### src/rtl/eba_pkg.sv
// Function
// - Byte-wide store of 512, 1K or 2K bytes
// - Read stalls the processor four cycles
// - Write launch stalls the processor two cycles
// - Arm by master enable with strobe zero
// - Strobe must follow arming within four cycles
// - Master enable times out; late strobe ignored
// - Hardware clears write strobe when write done
// - Write timed from calibrated RC oscillator
// - Write lasts 27072 RC oscillator cycles
// - No reads or address changes while writing
// - No write while flash self-programming busy
// - Wait for strobe zero before arming
// - Address and data loads in any order
// - Poll strobe zero before a read
// - Keep interrupts off during the sequence
// - Read strobe loads addressed byte into data
// - Linear addressing from zero upward
// - Reset during a write lets it finish
package eba_pkg;
	// ----------------------------------------
	// Store and timing
	// ----------------------------------------
	localparam int         NV_BYTES_DEF        = 512;
	localparam int         WRITE_RC_CYCLES_DEF = 27072;
	localparam int         RC_CNT_W            = 16;
	localparam logic [2:0] MWE_WINDOW          = 3'h4;
	localparam logic [2:0] READ_STALL          = 3'h4;
	localparam logic [2:0] WRITE_STALL         = 3'h2;
	// ----------------------------------------
	// Processor-side register selects and bits
	// ----------------------------------------
	localparam logic [1:0] IO_CTRL    = 2'h0;
	localparam logic [1:0] IO_DATA    = 2'h1;
	localparam logic [1:0] IO_ADDR_LO = 2'h2;
	localparam logic [1:0] IO_ADDR_HI = 2'h3;
	localparam int         CTL_RD     = 0;
	localparam int         CTL_WR     = 1;
	localparam int         CTL_MWE    = 2;
	// ----------------------------------------
	// APB map of the controller
	// ----------------------------------------
	localparam logic [7:0] REG_CMD    = 8'h00;
	localparam logic [7:0] REG_ADDR   = 8'h04;
	localparam logic [7:0] REG_WDATA  = 8'h08;
	localparam logic [7:0] REG_STATUS = 8'h0C;
	localparam logic [7:0] REG_RDATA  = 8'h10;
	localparam int         CMD_WRITE  = 0;
	localparam int         CMD_READ   = 1;
	localparam int         CMD_FLASH  = 2;
	localparam int         ST_BUSY    = 0;
	localparam int         ST_FLASH   = 1;
endpackage

### src/rtl/eba_if.sv
`timescale 1ns/100ps
interface eba_if;
	logic [1:0] io_sel;
	logic       io_we;
	logic       io_re;
	logic [7:0] io_wdata;
	logic [7:0] io_rdata;
	logic       cpu_stall;
	logic       self_program_busy;
	modport dev (
		input  io_sel,
		input  io_we,
		input  io_re,
		input  io_wdata,
		input  self_program_busy,
		output io_rdata,
		output cpu_stall
	);
	modport cpu (
		output io_sel,
		output io_we,
		output io_re,
		output io_wdata,
		output self_program_busy,
		input  io_rdata,
		input  cpu_stall
	);
endinterface

### src/rtl/eba_nv_cpu.sv
// Local design decisions: the address map and the APB slave port.
`timescale 1ns/100ps
module eba_nv_cpu
	import eba_pkg::*;
(
	input  wire logic        ref_clk,
	input  wire logic        rstn,
	input  wire logic        psel,
	input  wire logic        penable,
	input  wire logic        pwrite,
	input  wire logic [7:0]  paddr,
	input  wire logic [31:0] pwdata,
	output logic      [31:0] prdata,
	output logic             pready,
	output logic             pslverr,
	eba_if.cpu               bus
);
	// ----------------------------------------
	// State
	// ----------------------------------------
	typedef enum logic [10:0] {
		S_IDLE  = 11'b000_0000_0001,
		S_POLL  = 11'b000_0000_0010,
		S_CHK   = 11'b000_0000_0100,
		S_LDA_L = 11'b000_0000_1000,
		S_LDA_H = 11'b000_0001_0000,
		S_LDD   = 11'b000_0010_0000,
		S_ARM   = 11'b000_0100_0000,
		S_FIRE  = 11'b000_1000_0000,
		S_RSTB  = 11'b001_0000_0000,
		S_RGET  = 11'b010_0000_0000,
		S_RTAKE = 11'b100_0000_0000
	} eba_state_t;

	typedef struct packed {
		eba_state_t  state;
		logic        is_read;
		logic        flash;
		logic [15:0] addr;
		logic [7:0]  wdata;
		logic [7:0]  rdata;
		logic        gap;
		logic [1:0]  io_sel;
		logic        io_we;
		logic        io_re;
		logic [7:0]  io_wdata;
		logic [31:0] prdata;
	} eba_cpu_t;

	eba_cpu_t c, next_c;

	function automatic logic mapped(logic [7:0] a);
		return a == REG_CMD || a == REG_ADDR || a == REG_WDATA ||
			a == REG_STATUS || a == REG_RDATA;
	endfunction

	// ----------------------------------------
	// APB slave and access sequencer
	// ----------------------------------------
	always_comb begin
		logic adv;
		logic wr;
		adv    = !c.gap && !bus.cpu_stall;
		wr     = psel && penable && pwrite;
		next_c = c;
		next_c.io_we = 1'b0;
		next_c.io_re = 1'b0;
		if (psel && !penable) begin
			next_c.prdata = 32'h0000_0000;
			case (paddr)
				REG_CMD:    next_c.prdata[CMD_FLASH] = c.flash;
				REG_ADDR:   next_c.prdata[15:0] = c.addr;
				REG_WDATA:  next_c.prdata[7:0] = c.wdata;
				REG_STATUS: begin
					next_c.prdata[ST_BUSY]  = (c.state != S_IDLE);
					next_c.prdata[ST_FLASH] = c.flash;
				end
				REG_RDATA:  next_c.prdata[7:0] = c.rdata;
				default:    next_c.prdata = 32'h0000_0000;
			endcase
		end
		// Operands are frozen while a sequence runs so the byte stays intact
		if (wr && c.state == S_IDLE) begin
			case (paddr)
				REG_ADDR:  next_c.addr = pwdata[15:0];
				REG_WDATA: next_c.wdata = pwdata[7:0];
				REG_CMD: begin
					next_c.is_read = pwdata[CMD_READ];
					if (pwdata[CMD_WRITE] || pwdata[CMD_READ])
						next_c.state = S_POLL;
				end
				default: next_c.addr = c.addr;
			endcase
		end
		if (wr && paddr == REG_CMD)
			next_c.flash = pwdata[CMD_FLASH];
		case (c.state)
			S_IDLE: begin
				next_c.gap = 1'b0;
			end
			S_POLL: if (adv) begin
				next_c.io_sel = IO_CTRL;
				next_c.io_re  = 1'b1;
				next_c.state  = S_CHK;
			end
			S_CHK: if (adv) begin
				// A single sequencer never re-enters mid-sequence, so no
				// handler can disturb the arming window
				if (bus.io_rdata[CTL_WR] || c.flash)
					next_c.state = S_POLL;
				else
					next_c.state = S_LDA_L;
			end
			S_LDA_L: if (adv) begin
				next_c.io_sel   = IO_ADDR_LO;
				next_c.io_wdata = c.addr[7:0];
				next_c.io_we    = 1'b1;
				next_c.state    = S_LDA_H;
			end
			S_LDA_H: if (adv) begin
				next_c.io_sel   = IO_ADDR_HI;
				next_c.io_wdata = c.addr[15:8];
				next_c.io_we    = 1'b1;
				next_c.state    = c.is_read ? S_RSTB : S_LDD;
			end
			S_LDD: if (adv) begin
				next_c.io_sel   = IO_DATA;
				next_c.io_wdata = c.wdata;
				next_c.io_we    = 1'b1;
				next_c.state    = S_ARM;
			end
			S_ARM: if (adv) begin
				next_c.io_sel   = IO_CTRL;
				next_c.io_wdata = 8'h00;
				next_c.io_wdata[CTL_MWE] = 1'b1;
				next_c.io_we    = 1'b1;
				next_c.state    = S_FIRE;
			end
			S_FIRE: if (adv) begin
				next_c.io_sel   = IO_CTRL;
				next_c.io_wdata = 8'h00;
				next_c.io_wdata[CTL_WR] = 1'b1;
				next_c.io_we    = 1'b1;
				next_c.state    = S_IDLE;
			end
			S_RSTB: if (adv) begin
				next_c.io_sel   = IO_CTRL;
				next_c.io_wdata = 8'h00;
				next_c.io_wdata[CTL_RD] = 1'b1;
				next_c.io_we    = 1'b1;
				next_c.state    = S_RGET;
			end
			S_RGET: if (adv) begin
				next_c.io_sel = IO_DATA;
				next_c.io_re  = 1'b1;
				next_c.state  = S_RTAKE;
			end
			S_RTAKE: if (adv) begin
				next_c.rdata = bus.io_rdata;
				next_c.state = S_IDLE;
			end
			default: next_c.state = S_IDLE;
		endcase
		// One idle cycle after each access lets a stall become visible
		next_c.gap = next_c.io_we || next_c.io_re;
	end

	always_ff @(posedge ref_clk or negedge rstn) begin
		if (!rstn) begin
			c       <= '0;
			c.state <= S_IDLE;
		end else begin
			c <= next_c;
		end
	end

	assign prdata                = c.prdata;
	assign pready                = 1'b1;
	assign pslverr               = psel && penable && !mapped(paddr);
	assign bus.io_sel            = c.io_sel;
	assign bus.io_we             = c.io_we;
	assign bus.io_re             = c.io_re;
	assign bus.io_wdata          = c.io_wdata;
	assign bus.self_program_busy = c.flash;
endmodule

### src/flat_wrapper.sv
// flat-port wrapper written by rule: the top's interface ports become plain ports
module eba_nv_cpu_flat import eba_pkg::*;
  (ref_clk, rstn, psel, penable, pwrite, paddr, pwdata, prdata, pready, pslverr, bus_io_sel, bus_io_we, bus_io_re, bus_io_wdata, bus_self_program_busy, bus_io_rdata, bus_cpu_stall);
  eba_if bus_i ();
  input  wire logic ref_clk;
  input  wire logic rstn;
  input  wire logic psel;
  input  wire logic penable;
  input  wire logic pwrite;
  input  wire logic [7:0] paddr;
  input  wire logic [31:0] pwdata;
  output logic      [31:0] prdata;
  output logic pready;
  output logic pslverr;
  output wire logic [$bits(bus_i.io_sel)-1:0] bus_io_sel;
  output wire logic [$bits(bus_i.io_we)-1:0] bus_io_we;
  output wire logic [$bits(bus_i.io_re)-1:0] bus_io_re;
  output wire logic [$bits(bus_i.io_wdata)-1:0] bus_io_wdata;
  output wire logic [$bits(bus_i.self_program_busy)-1:0] bus_self_program_busy;
  input wire logic [$bits(bus_i.io_rdata)-1:0] bus_io_rdata;
  input wire logic [$bits(bus_i.cpu_stall)-1:0] bus_cpu_stall;
  assign bus_io_sel = bus_i.io_sel;
  assign bus_io_we = bus_i.io_we;
  assign bus_io_re = bus_i.io_re;
  assign bus_io_wdata = bus_i.io_wdata;
  assign bus_self_program_busy = bus_i.self_program_busy;
  assign bus_i.io_rdata = bus_io_rdata;
  assign bus_i.cpu_stall = bus_cpu_stall;
  eba_nv_cpu u_core (.ref_clk(ref_clk), .rstn(rstn), .psel(psel), .penable(penable), .pwrite(pwrite), .paddr(paddr), .pwdata(pwdata), .prdata(prdata), .pready(pready), .pslverr(pslverr), .bus(bus_i));
endmodule
### config.mk
export PLATFORM = sky130hd
export DESIGN_NAME = eba_nv_cpu_flat
export DESIGN_NICKNAME = d
export VERILOG_FILES = /design/src/rtl/eba_pkg.sv /design/src/rtl/eba_if.sv /design/src/rtl/eba_nv_cpu.sv /design/src/flat_wrapper.sv
export SDC_FILE = /design/constraint.sdc
export NUM_CORES = 1
export LEC_CHECK = 0
export BUFFER_PORTS_ARGS = -buffer_cell sky130_fd_sc_hd__buf_2
export CORE_MARGIN = 1
export CORE_UTILIZATION = 58
export DETAILED_ROUTE_END_ITERATION = 12
export GPL_ROUTABILITY_DRIVEN = 1
export GPL_TIMING_DRIVEN = 0
export PLACE_DENSITY = 0.86
export SLEW_MARGIN = 10
export SYNTH_ARGS = -nofsm -noshare
export SYNTH_HDL_FRONTEND = slang
export SYNTH_SLANG_ARGS = --single-unit
export TNS_END_PERCENT = 1
### constraint.sdc
create_clock -name ref_clk -period 3.37 [get_ports ref_clk]
set_clock_uncertainty 0.05 [all_clocks]
set_input_delay 0.1685 -clock ref_clk [delete_from_list [all_inputs] [get_ports ref_clk]]
set_output_delay 0.1685 -clock ref_clk [all_outputs]
set_load 0.05 [all_outputs]
## Yosys cells after proc, flatten, opt, wreduce, memory -nomap -nowiden

Cells that the tools add are included.

- Add/sub/neg operators: 0
- Multipliers: 0
- Divide/modulo/power cells: 0
- $lt $le $gt $ge: 0
- Equality and inequality tests: 25
- Shifts and indexed selects: 0
- Muxes and demuxes: 36
- Bitwise logic cells: 0
- Reductions and logical operators: 30

Operators with widths:

| cell | number |
|---|---|
| two-way mux 11 bit | 10 |
| one-hot mux 11 bit (10 select lines) | 1 |
| two-way mux 8 bit | 7 |
| one-hot mux 8 bit (6 select lines) | 1 |
| two-way mux 12 bit | 2 |
| inequality test 2 x 1 -> 1 bit (second input constant) | 9 |
| == test 8 x 4 -> 1 bit (second input constant) | 2 |
| one-hot mux 5 bit (3 select lines) | 1 |
| AND reduction 7 bit | 2 |
| two-way mux 3 bit | 4 |
| one-hot mux 2 bit (6 select lines) | 1 |
| nonzero test 6 bit | 2 |
| == test 11 x 1 -> 1 bit (second input constant) | 1 |
| == test 11 x 10 -> 1 bit (second input constant) | 1 |
| == test 11 bit (second input constant) | 1 |
| == test 11 x 2 -> 1 bit (second input constant) | 1 |
| == test 11 x 3 -> 1 bit (second input constant) | 1 |
| == test 11 x 4 -> 1 bit (second input constant) | 1 |
| == test 11 x 5 -> 1 bit (second input constant) | 1 |
| == test 11 x 6 -> 1 bit (second input constant) | 1 |
| == test 11 x 7 -> 1 bit (second input constant) | 1 |
| == test 11 x 8 -> 1 bit (second input constant) | 1 |
| == test 11 x 9 -> 1 bit (second input constant) | 1 |
| inequality test 11 x 1 -> 1 bit (second input constant) | 1 |
| 15 further kinds | 37 |

- Register bits: 74
- Latch bits: 0
- RAM bits: 0
- ROM bits: 0
- Word-level logic and storage cells: 103
- Memories: 0

## Depth between registers and ports, before layout

- Depth in word-level cells: 7
- Depth in mapped cells: 8
- Mapped depth without buffers: 5

## Worst setup path before layout

OpenSTA, ideal clock, no wires.

- Path kind: reg-to-reg
- From: reg u_core.c[84] (netlist bit)
- To: reg u_core.c[66] (netlist bit)
- Library setup time: 0.125 ns
- Arrival: 2.015 ns
- Required time: 3.195 ns
- Setup slack: 1.180 ns
- Stages on the path, launching flop included: 8
- Buffers on the path: 2
- Period minus slack after synthesis: 2.190 ns
- Cells stage by stage: dfrtp_1 nor4_4 nand4_1 or2_2 nor2b_1 buf_4 buf_6 mux2_2

- Cells in the longest elaborated chain, start to end: 3

RTL lines:

| element | RTL line | source |
|---|---|---|
| from (decl) | eba_nv_cpu.sv:50 | `eba_cpu_t c, next_c;` |
| from (signal assigned) | eba_nv_cpu.sv:173 | `c <= next_c;` |
| == test 11 x 1 -> 1 bit | eba_nv_cpu.sv:83 | `if (wr && c.state == S_IDLE) begin` |
| logical AND 1 bit | eba_nv_cpu.sv:83 |  |
| AND reduction 2 bit (no source line) | n/a |  |

No other way between the ends.
A chain may end at the register's enable or synchronous reset.

## Final worst setup path

- From: reg u_core.c[84] (netlist bit)
- To: reg u_core.c[55] (netlist bit)

The elaborated chain is that of the path after synthesis.

==> reports/qor.log <==
INFO  floorplanning  die_area=0.00726mm²
INFO  outcome        status=finished, final reports clean
INFO  global_routing antenna_found_initial=0
INFO  placement      port_buffers=67
INFO  yosys          async_reset_ff_frac=1.00
INFO  clock_network  cts.sink_count=74
INFO  yosys          top_cell_type_s_share_of_synthesized_area=0.455
INFO  hold_path      worstHoldPathType=primary input to flop
INFO  yosys          post_synth_cell_types=57
INFO  setup_path     crit_chain=nor4_4 -> nand4_1 -> or2_2 -> nor2_2 -> mux2_2
INFO  yosys          postSynthRegisterBits=74
INFO  power_and_ir_drop totalPowerFinal=1.92mW
INFO  drt            vias_per_cell=5.83
INFO  floorplanning  row_count=29
INFO  drt            detail_route.wl_per_cell=17.1µm
INFO  setup_path     start_kind=flop
INFO  setup_path     cp.buffers_inverters=0
INFO  drt            detailroute.via_count=3370
INFO  yosys          synth_seq_area_share=0.462
INFO  sta            finalCritPeriodShare=0.777
INFO  sta            timing.final.setup_violations=0
INFO  finish         nets=550
INFO  sta            timing_hold_violations_final=0
INFO  floorplanning  design.portCount=101
INFO  clock_network  cts_tree=done
INFO  setup_path     critPathMaxFanout=8
INFO  setup_path     worstSetupPathType=flop to flop
INFO  floorplanning  die_width=85.2µm
INFO  setup_path     worst_ep_arrival_time=2810ps
INFO  sta            slew_headroom=0.392
INFO  yosys          synth_top_cell_by_area=sky130_fd_sc_hd__dfrtp_1
INFO  setup_path     rrSetupSlack=750ps
INFO  power_and_ir_drop p_leak=2.47nW
INFO  sta            min_period=2620ps
INFO  global_routing track_usage=0.292
INFO  clock_network  clk_path_buf_depth=2
INFO  setup_path     cp_top_family=simple AND/OR/NAND/NOR gates
INFO  global_routing grt_max_degree=49
INFO  yosys          synthCells=386
INFO  power_and_ir_drop cellPowerDensity=391mW/mm²
INFO  finish         most-common-layout-cells=sky130_fd_sc_hd__dfrtp_1, sky130_fd_sc_hd__buf_2, sky130_fd_sc_hd__buf_4
INFO  yosys          syn_area=0.00402mm²
INFO  finish         synthToLayoutAreaGrowth=22.1%
INFO  floorplanning  core_area=0.00653mm²
INFO  global_routing grt.overflow.total=0
INFO  floorplanning  die-height=85.2µm
INFO  sta            final_count_of_pins_violating_max_slew=0
INFO  sta            fmaxAchievable=382MHz
INFO  sta            finalSetupTns=0ps
INFO  yosys          yosysWarnings=0
INFO  drt            firstDrtPassIters=8
INFO  run            cap_violations=0
INFO  placement      place_worst_setup_slack=835ps
INFO  power_and_ir_drop irDropWorstVdd=0.372mV
INFO  sta            setup_ws=750ps
INFO  placement      detailedPlacementHpwl=6.90mm
INFO  placement      gpl.final_weighted_congestion=0.873
INFO  yosys          synth_area_per_cell=10.4µm²
INFO  clock_network  cts_inserted_buffers=9
INFO  drt            detail_route.iter0.violations=312
INFO  global_routing grt_first_pass_wirelength=16.0mm
INFO  finish         layout.cells.most_common=sky130_fd_sc_hd__dfrtp_1
INFO  finish         number_of_antenna_cells_inserted=0
INFO  drt            route.antenna.remaining_nets=0
INFO  global_routing number_of_global_route_vias_before_repair=3293
INFO  setup_path     critical_path.max_stage_delay=500ps
INFO  finish         drive_above_1_share=0.377
INFO  clock_network  ctsRootBufferMaster=sky130_fd_sc_hd__clkbuf_8
INFO  floorplanning  floorplan.initialDensity=0.615
INFO  clock_network  clk_pin_slew_worst_paths=90ps
INFO  clock_network  worstSkewPairLatency=360ps
INFO  clock_network  htreeDepth=3
INFO  sta            worst_pin_slew=903ps
INFO  yosys          synth_top_cells_by_area=sky130_fd_sc_hd__dfrtp_1, sky130_fd_sc_hd__mux2_2, sky130_fd_sc_hd__buf_4, sky130_fd_sc_hd__nand2_1, sky130_fd_sc_hd__nor2_1
INFO  drt            total_routed_wirelength=9.89mm
INFO  yosys          synth_ff_type=sky130_fd_sc_hd__dfrtp_1
INFO  setup_path     setup.worst_path.end_class=flop
INFO  sta            hold_ws=1.77ps
INFO  setup_path     cp_slowest_cell=sky130_fd_sc_hd__dfrtp_1
INFO  drt            route.detailed.drc=0
INFO  yosys          synth-edff-count=0
INFO  setup_path     worst-endpoint-required=3560ps
INFO  sta            grt_setup_unrepaired=no
[worst reg2reg max path, cell delays in order, from the launching register on]
cell                      delay, ps
sky130_fd_sc_hd__dfrtp_1        500
sky130_fd_sc_hd__nor4_4         430
sky130_fd_sc_hd__nand4_1        250
sky130_fd_sc_hd__or2_2          400
sky130_fd_sc_hd__nor2_2         460
sky130_fd_sc_hd__mux2_2         410
[final cells by class]
class / instances / area, µm²
Buffer: 63 / 420
Fill cell: 438 / 1630
Timing Repair Buffer: 84 / 526
Inverter: 6 / 22.5
Clock inverter: 7 / 83.8
Clock buffer: 9 / 124
Sequential cell: 74 / 1850
Multi-Input combinational cell: 258 / 1780
Tap cell: 77 / 96.3
[where the power goes]
group	internal [mW]	total [mW]	switching, mW
logic	0.0919	0.255	0.163
registers	0.904	0.920	0.0154
clock network	0.356	0.741	0.385
total	1.35	1.92	0.564
[logic make-up (layout without fill, tap and decap cells)]
family / Yosys count / after routing / synth area share
buffers and inverters: 69 / 169 / 0.110
muxes: 47 / 47 / 0.130
AOI/OAI and AO/OA: 61 / 61 / 0.110
and+or+nand+nor: 129 / 129 / 0.177
other: 2 / 17 / 0.00187
xor gates and xnor gates: 4 / 4 / 0.00873
DFF: 74 / 74 / 0.462
[final timing paths]
kind | from | end | depth (start not counted)
min in group asynchronous | rstn | u_core.c[82]$_DFF_PN0_ | 2
worst max register to register | u_core.c[84]$_DFF_PN0_ | u_core.c[55]$_DFFE_PN0P_ | 5
worst min register to register | u_core.prdata[11]$_DFFE_PN0P_ | u_core.prdata[11]$_DFFE_PN0P_ | 2
worst max-delay path | u_core.c[84]$_DFF_PN0_ | u_core.c[55]$_DFFE_PN0P_ | 5
max in group asynchronous | rstn | u_core.c[79]$_DFF_PN1_ | 3
worst min-delay path | bus_io_rdata[1] | u_core.c[46]$_DFFE_PN0P_ | 2
[metrics by stage]
stage / cell area, µm² / util / cells
after global placement: 4500 / 0.689 / 545
after global routing: 4900 / 0.750 / 578
after detailed placement: 4530 / 0.694 / 546
final: 4900 / 0.750 / 578
after floorplan: 4070 / - / 401
after CTS: 4900 / 0.750 / 578
[flip-flops by register name, indices dropped and copies added (netlist names)]
| signal | cells |
|---|---|
| u_core.bus.self_program_busy | 1 |
| u_core.prdata | 16 |
| u_core.c | 45 |
| u_core.bus.io_we | 1 |
| u_core.bus.io_re | 1 |
| u_core.bus.io_wdata | 8 |
| u_core.bus.io_sel | 2 |
[routing by layer]
layer | GRT usage | wire length (µm) | up-vias
met5 | 0 | 0 | -
met4 | 0.148 | 283 | 0
met3 | 0.0516 | 576 | 27
met2 | 0.488 | 4980 | 165
met1 | 0.368 | 4050 | 1638
li1 | - | - | 1540
[synthesized netlist by cell type, drive strengths merged, types with 5 or more instances]
cell    number
a21oi       13
a22o         6
a22oi        5
buf         52
clkbuf      11
dfrtp       73
inv          6
mux2        39
mux2i        8
nand2       35
nand3       16
nand4        5
nor2        29
nor2b        8
nor3         9
nor4         8
o21ai       11
[what timing repair did]
| item | in CTS | in global routing |
|---|---|---|
| gates resized for setup | 0 | 0 |
| buffers inserted | 0 | 0 |
| hold buffers | 16 | 0 |
| endpoints found under the hold margin | 41 | 0 |
Power figures use the tool's default switching activity.
